<file path="config.mk">
export PLATFORM = sky130hd
export DESIGN_NAME = mcbd_decoder
export DESIGN_NICKNAME = d
export VERILOG_FILES = /design/src/mcbd_pkg.sv /design/src/mcbd_decoder.sv /design/src/mcbd_edge.sv
export VERILOG_INCLUDE_DIRS = /design/src
export SDC_FILE = /design/constraint.sdc
export NUM_CORES = 1
export LEC_CHECK = 0
export BUFFER_PORTS_ARGS = -buffer_cell sky130_fd_sc_hd__buf_2
export CORE_AREA = 2 2 190 192
export CTS_BUF_LIST = sky130_fd_sc_hd__clkbuf_2 sky130_fd_sc_hd__clkbuf_4 sky130_fd_sc_hd__clkbuf_8
export DETAILED_ROUTE_END_ITERATION = 10
export DIE_AREA = 0 0 192 194
export SETUP_SLACK_MARGIN = 0.4
export SYNTH_ARGS = -nofsm -noshare
export SYNTH_HDL_FRONTEND = slang
export SYNTH_SLANG_ARGS = --single-unit
</file>
<file path="constraint.sdc">
create_clock -name sys_clk_in -period 8.76 [get_ports sys_clk_in]
set_clock_uncertainty 0.05 [all_clocks]
set_input_delay 0.876 -clock sys_clk_in [delete_from_list [all_inputs] [get_ports sys_clk_in]]
set_output_delay 0.876 -clock sys_clk_in [all_outputs]
set_load 0.05 [all_outputs]
</file>
<file path="src/mcbd_regs.svh">
`ifndef MCBD_REGS_SVH
`define MCBD_REGS_SVH
// ==========================================================
// Register addresses (network register numbers)
`define MCBD_ADDR_PRIMARY   16'h0400
`define MCBD_ADDR_OPTIONS   16'h0401
`define MCBD_ADDR_POS_UP    16'h0402
`define MCBD_ADDR_POS_LO    16'h0403
`define MCBD_ADDR_SPD_UP    16'h0404
`define MCBD_ADDR_SPD_LO    16'h0405
`define MCBD_ADDR_ACCEL     16'h0406
`define MCBD_ADDR_DECEL     16'h0407
`define MCBD_ADDR_CURRENT   16'h0408
`define MCBD_ADDR_JERK      16'h0409
`define MCBD_WORD_COUNT     4'ha
// ==========================================================
// Primary word command bits
`define MCBD_CMD_ABS        16'h0001
`define MCBD_CMD_REL        16'h0002
`define MCBD_CMD_HOLD       16'h0004
`define MCBD_CMD_RESUME     16'h0008
`define MCBD_CMD_STOP       16'h0010
`define MCBD_BIT_JOG_CW     7
`define MCBD_BIT_JOG_CCW    8
`define MCBD_BIT_PROGRAM    12
`define MCBD_BIT_ENC_PRESET 14
// ==========================================================
// Option word bits
`define MCBD_OPT_REG_MOVE   7
`define MCBD_OPT_PERSIST    5
`define MCBD_OPT_BLEND_REV  4
`define MCBD_OPT_CUR_OVR    1
`define MCBD_OPT_RSVD_MASK  16'h004d
// ==========================================================
// Value ranges
`define MCBD_POS_MIN        32'hff80_0000
`define MCBD_POS_MAX        32'h007f_ffff
`define MCBD_SPD_MAX        32'h002d_c6bf
`define MCBD_RATE_MIN       16'h0001
`define MCBD_RATE_MAX       16'h1388
`define MCBD_CUR_MIN        16'h000a
`define MCBD_CUR_MAX        16'h0036
`define MCBD_ZERO16         16'h0000
`endif

</file>
<file path="src/mcbd_pkg.sv">
`default_nettype none
package mcbd_pkg;
  // Register write port
  typedef struct packed {
    logic        wr;
    logic [15:0] addr;
    logic [15:0] data;
  } mcbd_wr_t;
  // Move request to the profile engine
  typedef struct packed {
    logic        abs_move;
    logic        rel_move;
    logic        hold;
    logic        resume;
    logic        stop;
    logic        jog_cw;
    logic        jog_ccw;
    logic        registration;
    logic        ccw_blend;
    logic        cur_override;
    logic [31:0] position;
    logic [31:0] speed;
    logic [15:0] accel;
    logic [15:0] decel;
    logic [15:0] current;
    logic [15:0] jerk;
  } mcbd_move_t;
endpackage
`default_nettype wire

</file>
<file path="src/mcbd_decoder.sv">
`timescale 1ns/1ns
`default_nettype none
`include "mcbd_regs.svh"
module mcbd_decoder
(
  input  wire logic                sys_clk_in,       // System clock
  input  wire logic                rst_n_in,         // Sync reset, low
  input  wire mcbd_pkg::mcbd_wr_t  wr_in,            // Network register write
  input  wire logic [15:0]         rd_addr_in,       // Network register read address
  output logic      [15:0]         rd_data_out,      // Read data
  input  wire logic                flash_done_in,    // Flash write finished
  input  wire logic                flash_ok_in,      // Flash write succeeded
  input  wire logic                motion_busy_in,   // Profile engine moving
  output logic                     move_valid_out,   // One-cycle launch pulse
  output mcbd_pkg::mcbd_move_t     move_out,         // Launch parameters
  output logic                     cur_update_out,   // Live current update pulse
  output logic      [15:0]         cur_value_out,    // Live current value
  output logic                     save_move_out,    // Persist assembled move pulse
  output logic                     save_offset_out,  // Persist encoder offset pulse
  output logic                     led_green_out,    // Move save succeeded indicator
  output logic                     led_red_out,      // Move save failed indicator
  output logic                     locked_out,       // Locked until power cycle
  output logic                     ack_out,          // Offset stored acknowledge
  output logic                     param_err_out     // Last launch was out of range
);
  import mcbd_pkg::*;

  typedef enum logic [3:0] {
    MCBD_IDLE   = 4'b0001,
    MCBD_SAVING = 4'b0010,
    MCBD_OFFSET = 4'b0100,
    MCBD_LOCKED = 4'b1000
  } mcbd_state_t;

  // ========================================================
  // Command block storage
  logic [15:0] words_q [0:9];
  logic [3:0]  wr_idx;
  logic        wr_hit;
  logic [3:0]  rd_idx;
  logic        rd_hit;

  // Address decode; anything outside 1024..1033 is dropped or reads zero
  assign wr_idx = wr_in.addr[3:0];
  assign wr_hit = wr_in.wr && (wr_in.addr >= `MCBD_ADDR_PRIMARY)
                  && (wr_in.addr <= `MCBD_ADDR_JERK);
  assign rd_idx = rd_addr_in[3:0];
  assign rd_hit = (rd_addr_in >= `MCBD_ADDR_PRIMARY)
                  && (rd_addr_in <= `MCBD_ADDR_JERK);

  // Writes are frozen once locked, so nothing can provoke more flash traffic
  always_ff @(posedge sys_clk_in)
  begin
    if (!rst_n_in)
    begin
      for (int i = 0; i < `MCBD_WORD_COUNT; i++)
        words_q[i] <= `MCBD_ZERO16;
    end
    else if (wr_hit && !locked_out)
      words_q[wr_idx] <= wr_in.data;
  end

  // Readback registered, so data out comes from a flip-flop
  always_ff @(posedge sys_clk_in)
  begin
    if (!rst_n_in)
      rd_data_out <= `MCBD_ZERO16;
    else
      rd_data_out <= rd_hit ? words_q[rd_idx] : `MCBD_ZERO16;
  end

  // ========================================================
  // Field extraction
  logic [15:0] prim;
  logic [15:0] opt;
  logic [31:0] pos32;
  logic [31:0] spd32;

  // Join a word pair, upper word in the high half
  function automatic logic [31:0] join_pair(input logic [15:0] up, input logic [15:0] lo);
    join_pair = {up, lo};
  endfunction

  // Signed 24-bit step range check on a joined value
  function automatic logic pos_ok(input logic [31:0] v);
    pos_ok = ($signed(v) >= $signed(`MCBD_POS_MIN))
             && ($signed(v) <= $signed(`MCBD_POS_MAX));
  endfunction

  // Motor current window, shared by launch and live update paths
  function automatic logic cur_in_range(input logic [15:0] v);
    cur_in_range = (v >= `MCBD_CUR_MIN) && (v <= `MCBD_CUR_MAX);
  endfunction

  // Acceleration and deceleration window
  function automatic logic rate_ok(input logic [15:0] v);
    rate_ok = (v >= `MCBD_RATE_MIN) && (v <= `MCBD_RATE_MAX);
  endfunction

  assign prim  = words_q[0];
  assign opt   = words_q[1];
  assign pos32 = join_pair(words_q[2], words_q[3]);
  assign spd32 = join_pair(words_q[4], words_q[5]);

  // ========================================================
  // Edge detection on the primary word
  logic [15:0] rise;
  logic [15:0] fall;

  mcbd_edge u_edge
  (
    .sys_clk_in (sys_clk_in),
    .rst_n_in   (rst_n_in),
    .level_in   (prim),
    .rise_out   (rise),
    .fall_out   (fall)
  );

  // ========================================================
  // Command decode
  logic go_abs;
  logic go_rel;
  logic go_hold;
  logic go_resume;
  logic go_stop;
  logic go_jog_cw;
  logic go_jog_ccw;
  logic launch;
  logic uses_pos;
  logic uses_rates;
  logic cur_ovr;
  logic range_ok;
  logic cur_ok;

  // Only zero-to-one transitions launch; stop wins over the rest
  assign go_stop    = |(rise & `MCBD_CMD_STOP);
  assign go_hold    = |(rise & `MCBD_CMD_HOLD) && !go_stop;
  assign go_resume  = |(rise & `MCBD_CMD_RESUME) && !go_stop;
  assign go_abs     = |(rise & `MCBD_CMD_ABS) && !go_stop;
  assign go_rel     = |(rise & `MCBD_CMD_REL) && !go_stop;
  assign go_jog_cw  = rise[`MCBD_BIT_JOG_CW] && !go_stop;
  assign go_jog_ccw = rise[`MCBD_BIT_JOG_CCW] && !go_stop;
  assign launch     = go_stop | go_hold | go_resume | go_abs | go_rel
                      | go_jog_cw | go_jog_ccw;

  assign uses_pos   = go_abs | go_rel;
  assign uses_rates = uses_pos | go_resume | go_jog_cw | go_jog_ccw;
  assign cur_ovr    = opt[`MCBD_OPT_CUR_OVR];

  // Range checks apply only to words the command actually uses
  assign cur_ok   = !cur_ovr || cur_in_range(words_q[8]);
  assign range_ok = (!uses_pos || pos_ok(pos32))
                    && (!uses_rates || ((spd32 <= `MCBD_SPD_MAX)
                    && rate_ok(words_q[6]) && rate_ok(words_q[7])
                    && (words_q[9] <= `MCBD_RATE_MAX) && cur_ok));

  // ========================================================
  // Move request register
  mcbd_move_t move_d;

  // Unused speed, rate, jerk and current words are masked to zero; an unused position keeps its last value
  always_comb
  begin
    move_d              = move_out;
    move_d.abs_move     = go_abs;
    move_d.rel_move     = go_rel;
    move_d.hold         = go_hold;
    move_d.resume       = go_resume;
    move_d.stop         = go_stop;
    move_d.jog_cw       = go_jog_cw;
    move_d.jog_ccw      = go_jog_ccw;
    move_d.registration = opt[`MCBD_OPT_REG_MOVE];
    move_d.ccw_blend    = opt[`MCBD_OPT_BLEND_REV];
    move_d.cur_override = cur_ovr;
    // Resume keeps the held target; only abs and rel carry one
    move_d.position     = uses_pos ? pos32 : move_out.position;
    move_d.speed        = uses_rates ? spd32 : '0;
    move_d.accel        = uses_rates ? words_q[6] : `MCBD_ZERO16;
    move_d.decel        = uses_rates ? words_q[7] : `MCBD_ZERO16;
    move_d.jerk         = uses_rates ? words_q[9] : `MCBD_ZERO16;
    move_d.current      = (uses_rates && cur_ovr) ? words_q[8] : `MCBD_ZERO16;
  end

  logic launch_ok;
  assign launch_ok = launch && range_ok && !locked_out;

  always_ff @(posedge sys_clk_in)
  begin
    if (!rst_n_in)
    begin
      move_out       <= '0;
      move_valid_out <= 1'b0;
      param_err_out  <= 1'b0;
    end
    else
    begin
      move_valid_out <= launch_ok;
      if (launch_ok)
        move_out <= move_d;
      if (launch && !locked_out)
        param_err_out <= !range_ok;
    end
  end

  // ========================================================
  // Live current update while a move runs with override held
  logic cur_wr;
  assign cur_wr = wr_hit && (wr_in.addr == `MCBD_ADDR_CURRENT) && cur_ovr
                  && motion_busy_in && !locked_out
                  && cur_in_range(wr_in.data);

  always_ff @(posedge sys_clk_in)
  begin
    if (!rst_n_in)
    begin
      cur_update_out <= 1'b0;
      cur_value_out  <= `MCBD_ZERO16;
    end
    else
    begin
      cur_update_out <= cur_wr;
      if (cur_wr)
        cur_value_out <= wr_in.data;
    end
  end

  // ========================================================
  // Persist sequencing
  mcbd_state_t state_q;
  mcbd_state_t state_d;
  logic        persist;
  logic        save_move_req;
  logic        save_off_req;

  assign persist       = opt[`MCBD_OPT_PERSIST];
  // Program strobe falling with persist high asks for a save
  assign save_move_req = fall[`MCBD_BIT_PROGRAM] && persist;
  assign save_off_req  = rise[`MCBD_BIT_ENC_PRESET] && persist;
  assign locked_out    = (state_q == MCBD_LOCKED);

  // Offset save returns to idle; move save locks until reset
  always_comb
  begin
    state_d = state_q;
    case (state_q)
      MCBD_IDLE:
      begin
        if (save_move_req)
          state_d = MCBD_SAVING;
        else if (save_off_req)
          state_d = MCBD_OFFSET;
      end
      MCBD_SAVING:
      begin
        if (flash_done_in)
          state_d = MCBD_LOCKED;
      end
      MCBD_OFFSET:
      begin
        if (flash_done_in)
          state_d = MCBD_IDLE;
      end
      MCBD_LOCKED:
        state_d = MCBD_LOCKED;   // Only power cycle (reset) leaves
      default:
        state_d = MCBD_IDLE;
    endcase
  end

  always_ff @(posedge sys_clk_in)
  begin
    if (!rst_n_in)
    begin
      state_q         <= MCBD_IDLE;
      save_move_out   <= 1'b0;
      save_offset_out <= 1'b0;
      led_green_out   <= 1'b0;
      led_red_out     <= 1'b0;
      ack_out         <= 1'b0;
    end
    else
    begin
      state_q         <= state_d;
      save_move_out   <= (state_q == MCBD_IDLE) && save_move_req;
      save_offset_out <= (state_q == MCBD_IDLE) && !save_move_req
                         && save_off_req;
      if ((state_q == MCBD_SAVING) && flash_done_in)
      begin
        led_green_out <= flash_ok_in;
        led_red_out   <= !flash_ok_in;
      end
      // Acknowledge holds until the next preset request
      if ((state_q == MCBD_OFFSET) && flash_done_in)
        ack_out <= flash_ok_in;
      else if (save_off_req && (state_q == MCBD_IDLE))
        ack_out <= 1'b0;
    end
  end
endmodule
`default_nettype wire

</file>
<file path="src/mcbd_edge.sv">
`timescale 1ns/1ns
`default_nettype none
`include "mcbd_regs.svh"
// ==========================================================
// Rising and falling edge finder for the bits of the primary word
module mcbd_edge
(
  input  wire logic        sys_clk_in,  // System clock
  input  wire logic        rst_n_in,    // Sync reset, low
  input  wire logic [15:0] level_in,    // Current command word
  output logic      [15:0] rise_out,    // Zero-to-one bits
  output logic      [15:0] fall_out     // One-to-zero bits
);
  logic [15:0] prev_q;

  // Previous word; reset to zero, so a bit already set after reset fires as a rise
  always_ff @(posedge sys_clk_in)
  begin
    if (!rst_n_in)
      prev_q <= `MCBD_ZERO16;
    else
      prev_q <= level_in;
  end

  // Edge wires
  assign rise_out = level_in & ~prev_q;
  assign fall_out = ~level_in & prev_q;
endmodule
`default_nettype wire

</file>
# [After elaboration in Yosys (flattened, before gate mapping)]
# Memory sizes are Yosys's and may differ from the RTL's. A register that Yosys moved wholly into a read port is not among the register bits.
# Cells that the tools add are included.
[word_totals] reg_bits=181 ram_bits=160 inputBits=54 output_inout_bits=179 wordCells=139 mem_count=1
[op_classes] magnitude_cmp=16 eq_ne=8 mux=19 bitwise_logic=14 n_reduce_logical=54
[memory_table] name="words_q" depth=10 word_bits=16 rd=11 rd_ports_with_merged_regs=1 write_ports=10 line_no="mcbd_decoder.sv:37" rtl="logic [15:0] words_q [0:9];"
[ops] op="16-bit 2-to-1 mux" n=5
[ops] op="16-bit by 13-bit <= comparator with 1-bit output (second input constant)" n=3
[ops] op="1-bit logical AND" n=37
[ops] op="16-bit by 1-bit >= comparator with 1-bit output (second input constant)" n=2
[ops] op="16-bit by 11-bit >= comparator with 1-bit output (second input constant)" n=2
[ops] op="16-bit by 4-bit >= comparator with 1-bit output (second input constant)" n=2
[ops] op="32-bit by 24-bit >= comparator with 1-bit output (second input constant)" n=1
[ops] op="16-bit by 11-bit <= comparator with 1-bit output (second input constant)" n=2
[ops] op="16-bit by 6-bit <= comparator with 1-bit output (second input constant)" n=2
[ops] op="32-bit by 22-bit <= comparator with 1-bit output (second input constant)" n=1
[ops] op="32-bit by 24-bit <= comparator with 1-bit output (second input constant)" n=1
[ops] op="32-bit 2-to-1 mux" n=1
[ops] op="4-bit 2-to-1 mux" n=5
[ops] op="16-bit by 11-bit == test with 1-bit output (second input constant)" n=1
[ops] op="4-bit one-hot mux with 4 select lines" n=1
[ops] op="16-bit OR reduction" n=1
[ops] op="15-bit bitwise AND" n=1
[ops] op="15-bit NOT" n=1
[ops] op="13-bit bitwise AND" n=1
[ops] op="13-bit NOT" n=1
[ops] op="1-bit bitwise OR" n=10
[ops] op="1-bit logical NOT" n=9
[ops] op="1-bit 2-to-1 mux" n=7
[ops] op="4-bit by 1-bit == test with 1-bit output (second input constant)" n=1
[ops] op="other kinds (9)" n=13

# [Logic depth before layout (Yosys ltp)]
# Gate-level depths: netlist of the first run.
[depth] depth_word=14 ltp_mapped=9 mapped_depth_nobuf=6

# [Cells and area by module]
# From an unflattened synthesis of the first run, not the netlist that was laid out.
[unflattened] cells_unflattened=1178 hier_area_um2=14061.0
[by_module_without_submodules] module="mcbd_decoder" instances=1 cells_each=1113 area_per_inst_um2=13429.1 seq_area_each_um2=8448.1
[by_module_without_submodules] module="mcbd_edge" instances=1 cells_each=65 area_per_inst_um2=631.9 seq_area_each_um2=320.3

# [Least setup slack after synthesis of the first run]
# No wires, ideal clock.
[synth_timing] kind="reg-to-reg" startpoint="reg state_q[1]" endpoint="mem words_q[0][0], enable pin" setup_time_ns=0.364 arrival_ns=3.626 required_time_ns=8.346 slack_ns=4.721 stages_incl_launch_ff=9 n_path_buf=3 period_less_slack_ns=4.039 cell_sequence="dfxtp_1 > buf_2 > nor4b_1 > or4b_4 > nor2_4 > buf_4 > nand3_2 > clkbuf_1 > nand2_1"
[synth_lines] item="start, declared" line_no="mcbd_decoder.sv:229" rtl="mcbd_state_t state_q;"
[synth_lines] item="start signal, assigned" line_no="mcbd_decoder.sv:283" rtl="state_q <= state_d;"
[synth_lines] item="end, declared" line_no="mcbd_decoder.sv:37"

==> flow_metrics.env, run 1 <==
export IMPL_grt_pass1_vias=9527
export IMPL_die_width_um=192
export IMPL_synth_cell_types=55
export IMPL_slew_headroom=0.3620
export IMPL_initial_core_util=0.3938
export IMPL_first_pass_iters=6
export IMPL_async_reset_ff_frac=0
export IMPL_cts_root_buf="clkbuf_8"
export IMPL_drc=0
export IMPL_synthCells=1134
export IMPL_period_share=0.4839
export IMPL_syn_nets=1188
export IMPL_grt_antenna_before_repair=0
export IMPL_cts_sinks=351
export IMPL_core_mm2=0.03522
export IMPL_top_layer_used="met4"
export IMPL_cts_setup_buffers=0
export IMPL_drv_slew=0
export IMPL_cts_buffers=58
export IMPL_seq_area_frac_synth=0.6220
export IMPL_hpwl_um=28700
export IMPL_fmaxAchievable_mhz=235.9
export IMPL_rsz0062_at_grt="no"
export IMPL_htreeDepth=2
export IMPL_syn_area_mm2=0.01387
export IMPL_grt_ovfl_total=0
export IMPL_maxCapViolCount=0
export IMPL_portBuffers=232
export IMPL_wl_met3_um=3843
export IMPL_pre_cts_ws_ns=3.842
export IMPL_die_area_mm2=0.03725
export IMPL_io_pins=233
export IMPL_globalplace_congestion=0.9081
export IMPL_vdd_drop_max_mv=0.1268
export IMPL_synth_edff_count=160
export IMPL_grt_pass1_wl_um=59120
export IMPL_critPathKind="primary input to flop"
export IMPL_tightestPinTransition_ns=0.9568
export IMPL_whs_ns=0.3988
export IMPL_ctsHoldBuffers=0
export IMPL_synth_top_flop_cell="dfxtp_1"
export IMPL_dr_first_iter_drc_count=838
export IMPL_diodes=0
export IMPL_grt_max_degree=97
export IMPL_ys_warn_count=0
export IMPL_hold_violations=0
export IMPL_viasPerCell=5.392
export IMPL_status="finished, final reports clean"
export IMPL_setup_viol=0
export IMPL_area_growth_pct=19.30
export IMPL_layout_drive_gt1_share=0.2826
export IMPL_wl_per_cell_um=21.63
export IMPL_critPathLaunchType="primary input"
export IMPL_end_kind="flop"
export IMPL_critical_path_required_ns=8.97
export IMPL_cts_tree="done"
export IMPL_period_minus_slack_ns=4.239
export IMPL_p_per_area_mw_per_mm2=214.8
export IMPL_avgSynthCellArea_um2=12.23
export IMPL_fillers=3300
export IMPL_post_cts_resized=0
export IMPL_cp_max_fo=81
export IMPL_power_leakage_nw=6.571
export IMPL_arrival_ns=4.45
export IMPL_wl_met2_um=17840
export IMPL_tns_ns=0
export IMPL_fin_ws_ns=4.521
export IMPL_nets=1410
export IMPL_die_height_um=194
export IMPL_clockBufferDepth=3
export IMPL_num_rows=69
export IMPL_vias=10060
export IMPL_final_antenna_net_count=0
export IMPL_final_common_cell="buf_2"
export IMPL_clk_pin_slew_ns=0.06
export IMPL_clk_latency_ns=0.64
export IMPL_final_cell_mix="buf_2, dfxtp_1, nor2_1"
export IMPL_hp_class="flop to flop"
export IMPL_ys_seq_elements=351
export IMPL_wl_met1_um=17090
export IMPL_wl_um=40370
export IMPL_grtUsageTotal=0.2135
==> power by group <==
group | internal, mW | switching [mW] | leakage (nW) | total (mW)
Sequential | 1.76 | 0.0462 | 3.06 | 1.80
Combinational | 0.0669 | 0.126 | 2.84 | 0.193
Clock | 0.898 | 0.662 | 0.670 | 1.56
Total | 2.72 | 0.834 | 6.57 | 3.56
==> cell families (layout without fill, tap and decap cells) <==
| family | after synthesis | in the layout | synth area share |
|---|---|---|---|
| DFF | 351 | 351 | 0.6220 |
| xor gates and xnor gates | 1 | 1 | 0.0006315 |
| AOI/OAI and AO/OA | 136 | 136 | 0.08172 |
| muxes | 102 | 102 | 0.1026 |
| buffers and inverters | 95 | 366 | 0.03437 |
| and+or+nand+nor | 449 | 449 | 0.1587 |
==> final timing paths <==
path	slack (ns)	depth (start not counted)	to	startpoint
worst max-delay path	4.52	5	words_q[6][5]	rst_n_in
worst min-delay path	0.40	1	move_out[26]	move_out[26]
worst max register to register	5.08	5	words_q[6][5]	state_q[1]
worst min register to register	0.40	1	move_out[26]	move_out[26]
==> Yosys cell counts, types with 18 or more instances <==
cell type,instances,share of area
clkbuf_1,38,0.010
nor2_1,164,0.044
nor4_1,18,0.0081
mux2i_1,69,0.050
nand2_1,103,0.028
edfxtp_1,160,0.35
dfxtp_1,191,0.28
a32o_1,61,0.044
and2_1,71,0.032
a21oi_1,21,0.0076
buf_2,18,0.0065
mux4_2,32,0.052
==> layer usage <==
| metal | vias to the layer above | global-route usage |
|---|---|---|
| met2 | 481 | 0.3176 |
| met1 | 4902 | 0.2949 |
| met4 | 0 | 0.09471 |
| li1 | 4592 | - |
| met5 | - | 0 |
| met3 | 87 | 0.05249 |
==> state kept, by name, indices dropped and copies added (netlist names) <==
signal	cells
move_out	138
state_q	4
cur_update_out	1
param_err_out	1
rd_data_out	16
words_q	160
cur_value_out	16
led_green_out	1
u_edge.prev_q	9
move_valid_out	1
save_offset_out	1
save_move_out	1
ack_out	1
led_red_out	1
==> layout make-up <==
class / instances / area [um2] / share of cell area
Inverter: 20 / 75.07 / 0.004536
Clock buffer: 89 / 1069 / 0.06456
Multi-Input combinational cell: 688 / 4791 / 0.2895
Sequential cell: 351 / 8628 / 0.5214
Tap cell: 461 / 576.8 / 0.03485
Timing Repair Buffer: 237 / 1201 / 0.07258
Clock inverter: 20 / 209.0 / 0.01263
==> worst max-delay path, cell delays in order <==
cell      delay [ns]
buf_4           0.62
clkinv_1        0.74
nor2_4          0.74
nand4b_1        0.66
nand2_1         0.77
==> metrics by stage <==
step	std cells	total power, mW	instance area [um2]	utilization
3_3_place_gp	1757	2.024	15270	0.4336
5_1_grt	1866	3.679	16550	0.4698
3_5_place_dp	1757	2.026	15270	0.4336
2_1_floorplan	1134	1.944	13870	-
6_report	1866	3.555	16550	0.4698
4_1_cts	1866	3.589	16550	0.4698
Power figures use the tool's default switching activity.
==> inputs of run 2 (changes only) <==
- ABC_AREA: not set -> 1
- CORE_AREA: 2 2 190 192 -> 2 2 201 203
- DIE_AREA: 0 0 192 194 -> 0 0 203 205
- clock period: 8.76 -> 3.7 ns (I/O delays scaled with it)
==> run 2 against run 1 <==
Combinational power rose to 3.7 times the previous value. Largest cell class unchanged. Non-clock buffer count up 28. Count of clock-buffer cells in the layout up 15. Synthesized cell count up 57%. Total power rose to 2.7 times the previous value. Critical path depth up 5. First-iteration DRC count up 50%. Sequential cell count up 30. Cell count up 41%. Sequential share of layout area down 2.0 points. Synthesized area up 13%.
==> flow_metrics.env, run 2 <==
export IMPL_status="finished, final reports clean"
export IMPL_synthSimpleGateAreaFrac=0.2116
export IMPL_arrival_ns=3.38
export IMPL_pre_cts_ws_ns=0.7042
export IMPL_hpwl_um=34810
export IMPL_period_share=0.7820
export IMPL_avgSynthCellArea_um2=8.783
export IMPL_synth_area_leaders="edfxtp_1, dfxtp_1, nor2_1"
export IMPL_drv_slew=0
export IMPL_setup_viol=0
export IMPL_timing_rr_start="words_q[0][4]"
export IMPL_max_stage_delay_ns=0.61
export IMPL_die_area_mm2=0.04162
export IMPL_critPathKind="flop to flop"
export IMPL_vias=13380
export IMPL_clockBufferDepth=3
export IMPL_post_dp_cell_area_mm2=0.01747
export IMPL_synthMuxAreaShare=0
export IMPL_synthXorXnorAreaFrac=0
export IMPL_seq_area_frac_synth=0.6082
export IMPL_maxCapViolCount=0
export IMPL_async_reset_ff_frac=0
export IMPL_yosysTopAreaCell="edfxtp_1"
export IMPL_synthAdderAreaFrac=0
export IMPL_wl_um=49190
export IMPL_min_to="words_q[8][7]"
export IMPL_rsz0062_at_grt="no"
export IMPL_first_pass_iters=5
export IMPL_utilization=0.4826
export IMPL_hp_class="primary input to flop"
export IMPL_cp_startpoint="words_q[0][4]"
export IMPL_viasPerCell=5.076
export IMPL_die_height_um=205
export IMPL_path_cells="inv_1, nor2_2, nor3_1, nor2_1, nand2_2, o21ai_2, nor2_4, nand3_2, buf_4, o21ai_0"
export IMPL_power_leakage_nw=8.185
export IMPL_cp_max_fo=36
export IMPL_layout_drive_gt1_share=0.1882
export IMPL_wl_per_cell_um=18.66
export IMPL_clk_latency_ns=0.62
export IMPL_grtUsageTotal=0.2347
export IMPL_drc=0
export IMPL_fin_ws_ns=0.8068
export IMPL_r2r_slack_ns=0.81
export IMPL_nets=2108
export IMPL_clk_pin_slew_ns=0.06
export IMPL_largest_register_ffs=190
export IMPL_slowest_stage="nand3_2"
export IMPL_vdd_drop_max_mv=0.2582
export IMPL_die_width_um=203
export IMPL_worst_path_buf_inv=2
export IMPL_min_delay_start="wr_in[7]"
export IMPL_end_kind="flop"
export IMPL_synth_top_family_by_area="simple AND/OR/NAND/NOR gates"
export IMPL_synth_cell_types=40
export IMPL_whs_path_depth=3
export IMPL_io_pins=233
export IMPL_area_sequential_mm2=0.009529
export IMPL_grt_ovfl_total=0
export IMPL_cts_tree="done"
export IMPL_fillers=3847
export IMPL_hold_violations=0
export IMPL_dr_first_iter_drc_count=1253
export IMPL_grt_pass1_vias=12780
export IMPL_synth_top_flop_cell="dfxtp_1"
export IMPL_final_common_cell="nor2_1"
export IMPL_core_mm2=0.03937
export IMPL_globalplace_congestion=0.9822
export IMPL_critPathTopFamily="simple AND/OR/NAND/NOR gates"
export IMPL_regMostFlops="words_q"
export IMPL_tns_ns=0
export IMPL_cts_sinks=381
export IMPL_period_minus_slack_ns=2.893
export IMPL_power_mw=9.594
export IMPL_rr_worst_depth=10
export IMPL_final_cell_mix="nor2_1, nand2_1, inv_1"
export IMPL_synth_top_area_share=0.3641
export IMPL_htreeDepth=3
export IMPL_synth_edff_count=190
export IMPL_ys_seq_elements=381
export IMPL_p_per_area_mw_per_mm2=505.0
export IMPL_critical_path_required_ns=4.19
export IMPL_r2r_end="move_out[6]"
export IMPL_whs_ns=0.1002
export IMPL_reg_top3="words_q: 190 flops, move_out: 138 flops"
export IMPL_multiInputGateArea_mm2=0.004961
export IMPL_fmaxAchievable_mhz=345.6
export IMPL_cts_buffers=67
export IMPL_area_growth_pct=21.25
export IMPL_num_rows=73
export IMPL_synthTopCellsByCount="nor2_1, nand2_1, inv_1, dfxtp_1, edfxtp_1"
export IMPL_ys_warn_count=0
export IMPL_syn_area_mm2=0.01567
export IMPL_critPathLaunchType="flop"
export IMPL_dp_cells=2508
export IMPL_synth_compound_area_share=0.09734
export IMPL_tightestPinTransition_ns=0.9081
export IMPL_cts_root_buf="clkbuf_8"
export IMPL_fin_cells=2636
export IMPL_grt_antenna_before_repair=1
export IMPL_slew_headroom=0.3939
export IMPL_yosysMostFrequentCell="nor2_1"
export IMPL_grt_max_degree=141
export IMPL_portBuffers=232
export IMPL_synthCells=1784
export IMPL_initial_core_util=0.3980
export IMPL_grt_pass1_wl_um=73780
export IMPL_final_antenna_net_count=0
export IMPL_stdcell_area_mm2=0.01900
run 2: changes by cell type in the layout (fill, tap and decap cells not counted), sizes merged, moves of 38 or more:
cell	delta
nand3	+101
a21oi	+38
a32o	-61
nor2	+170
and2	-70
nand2	+164
o21ai	+141
inv	+223
mux2i	-69
run 2: how the worst max path moves through the flow:
stage          depth (start not counted)       endpoint
6_report                              10    move_out[6]
3_3_place_gp                          12  words_q[5][1]
2_1_floorplan                         11  words_q[3][0]
5_1_grt                               14   move_out[33]
4_1_cts                               10    move_out[6]
3_5_place_dp                          12  words_q[6][7]
run 2: metal layers:
layer / routed length, um / track usage / up-vias
met5: 0 / 0 / -
met4: 1698 / 0.09880 / 0
met3: 4537 / 0.05202 / 124
met2: 22580 / 0.3730 / 613
met1: 20370 / 0.3101 / 6253
li1: - / - / 6390
run 2: repair_timing:
| action | in CTS | in global routing |
|---|---|---|
| hold buffers | 2 | 0 |
| setup buffers | 0 | 0 |
| gates resized for setup | 0 | 0 |
| endpoints found under the hold margin | 4 | 0 |
run 2: final cells by class:
class	instances	area share
diodes	2	0.0002634
clock buffers	104	0.06909
clock inverters	20	0.009945
inverters	244	0.04821
multi-input cells	1095	0.2611
flip-flops and latches	381	0.5016
well taps	525	0.03458
repair buffers	265	0.07521
run 2: kinds of logic (layout without fill, tap and decap cells):
family	Yosys count	after routing
other	1	32
AO/OA/AOI/OAI	272	272
flip-flops	381	381
buffers and inverters	337	633
AND/OR/NAND/NOR	793	793
run 2: report_power, final:
group | internal, mW | total (mW) | switching, mW
Clock | 2.49 | 4.28 | 1.80
Combinational | 0.176 | 0.719 | 0.543
Sequential | 4.52 | 4.59 | 0.0709
Total | 7.18 | 9.59 | 2.41
run 2: worst min-delay path, stage by stage:
cell,delay (ns)
buf_2,0.09
inv_1,0.08
nor2_1,0.11
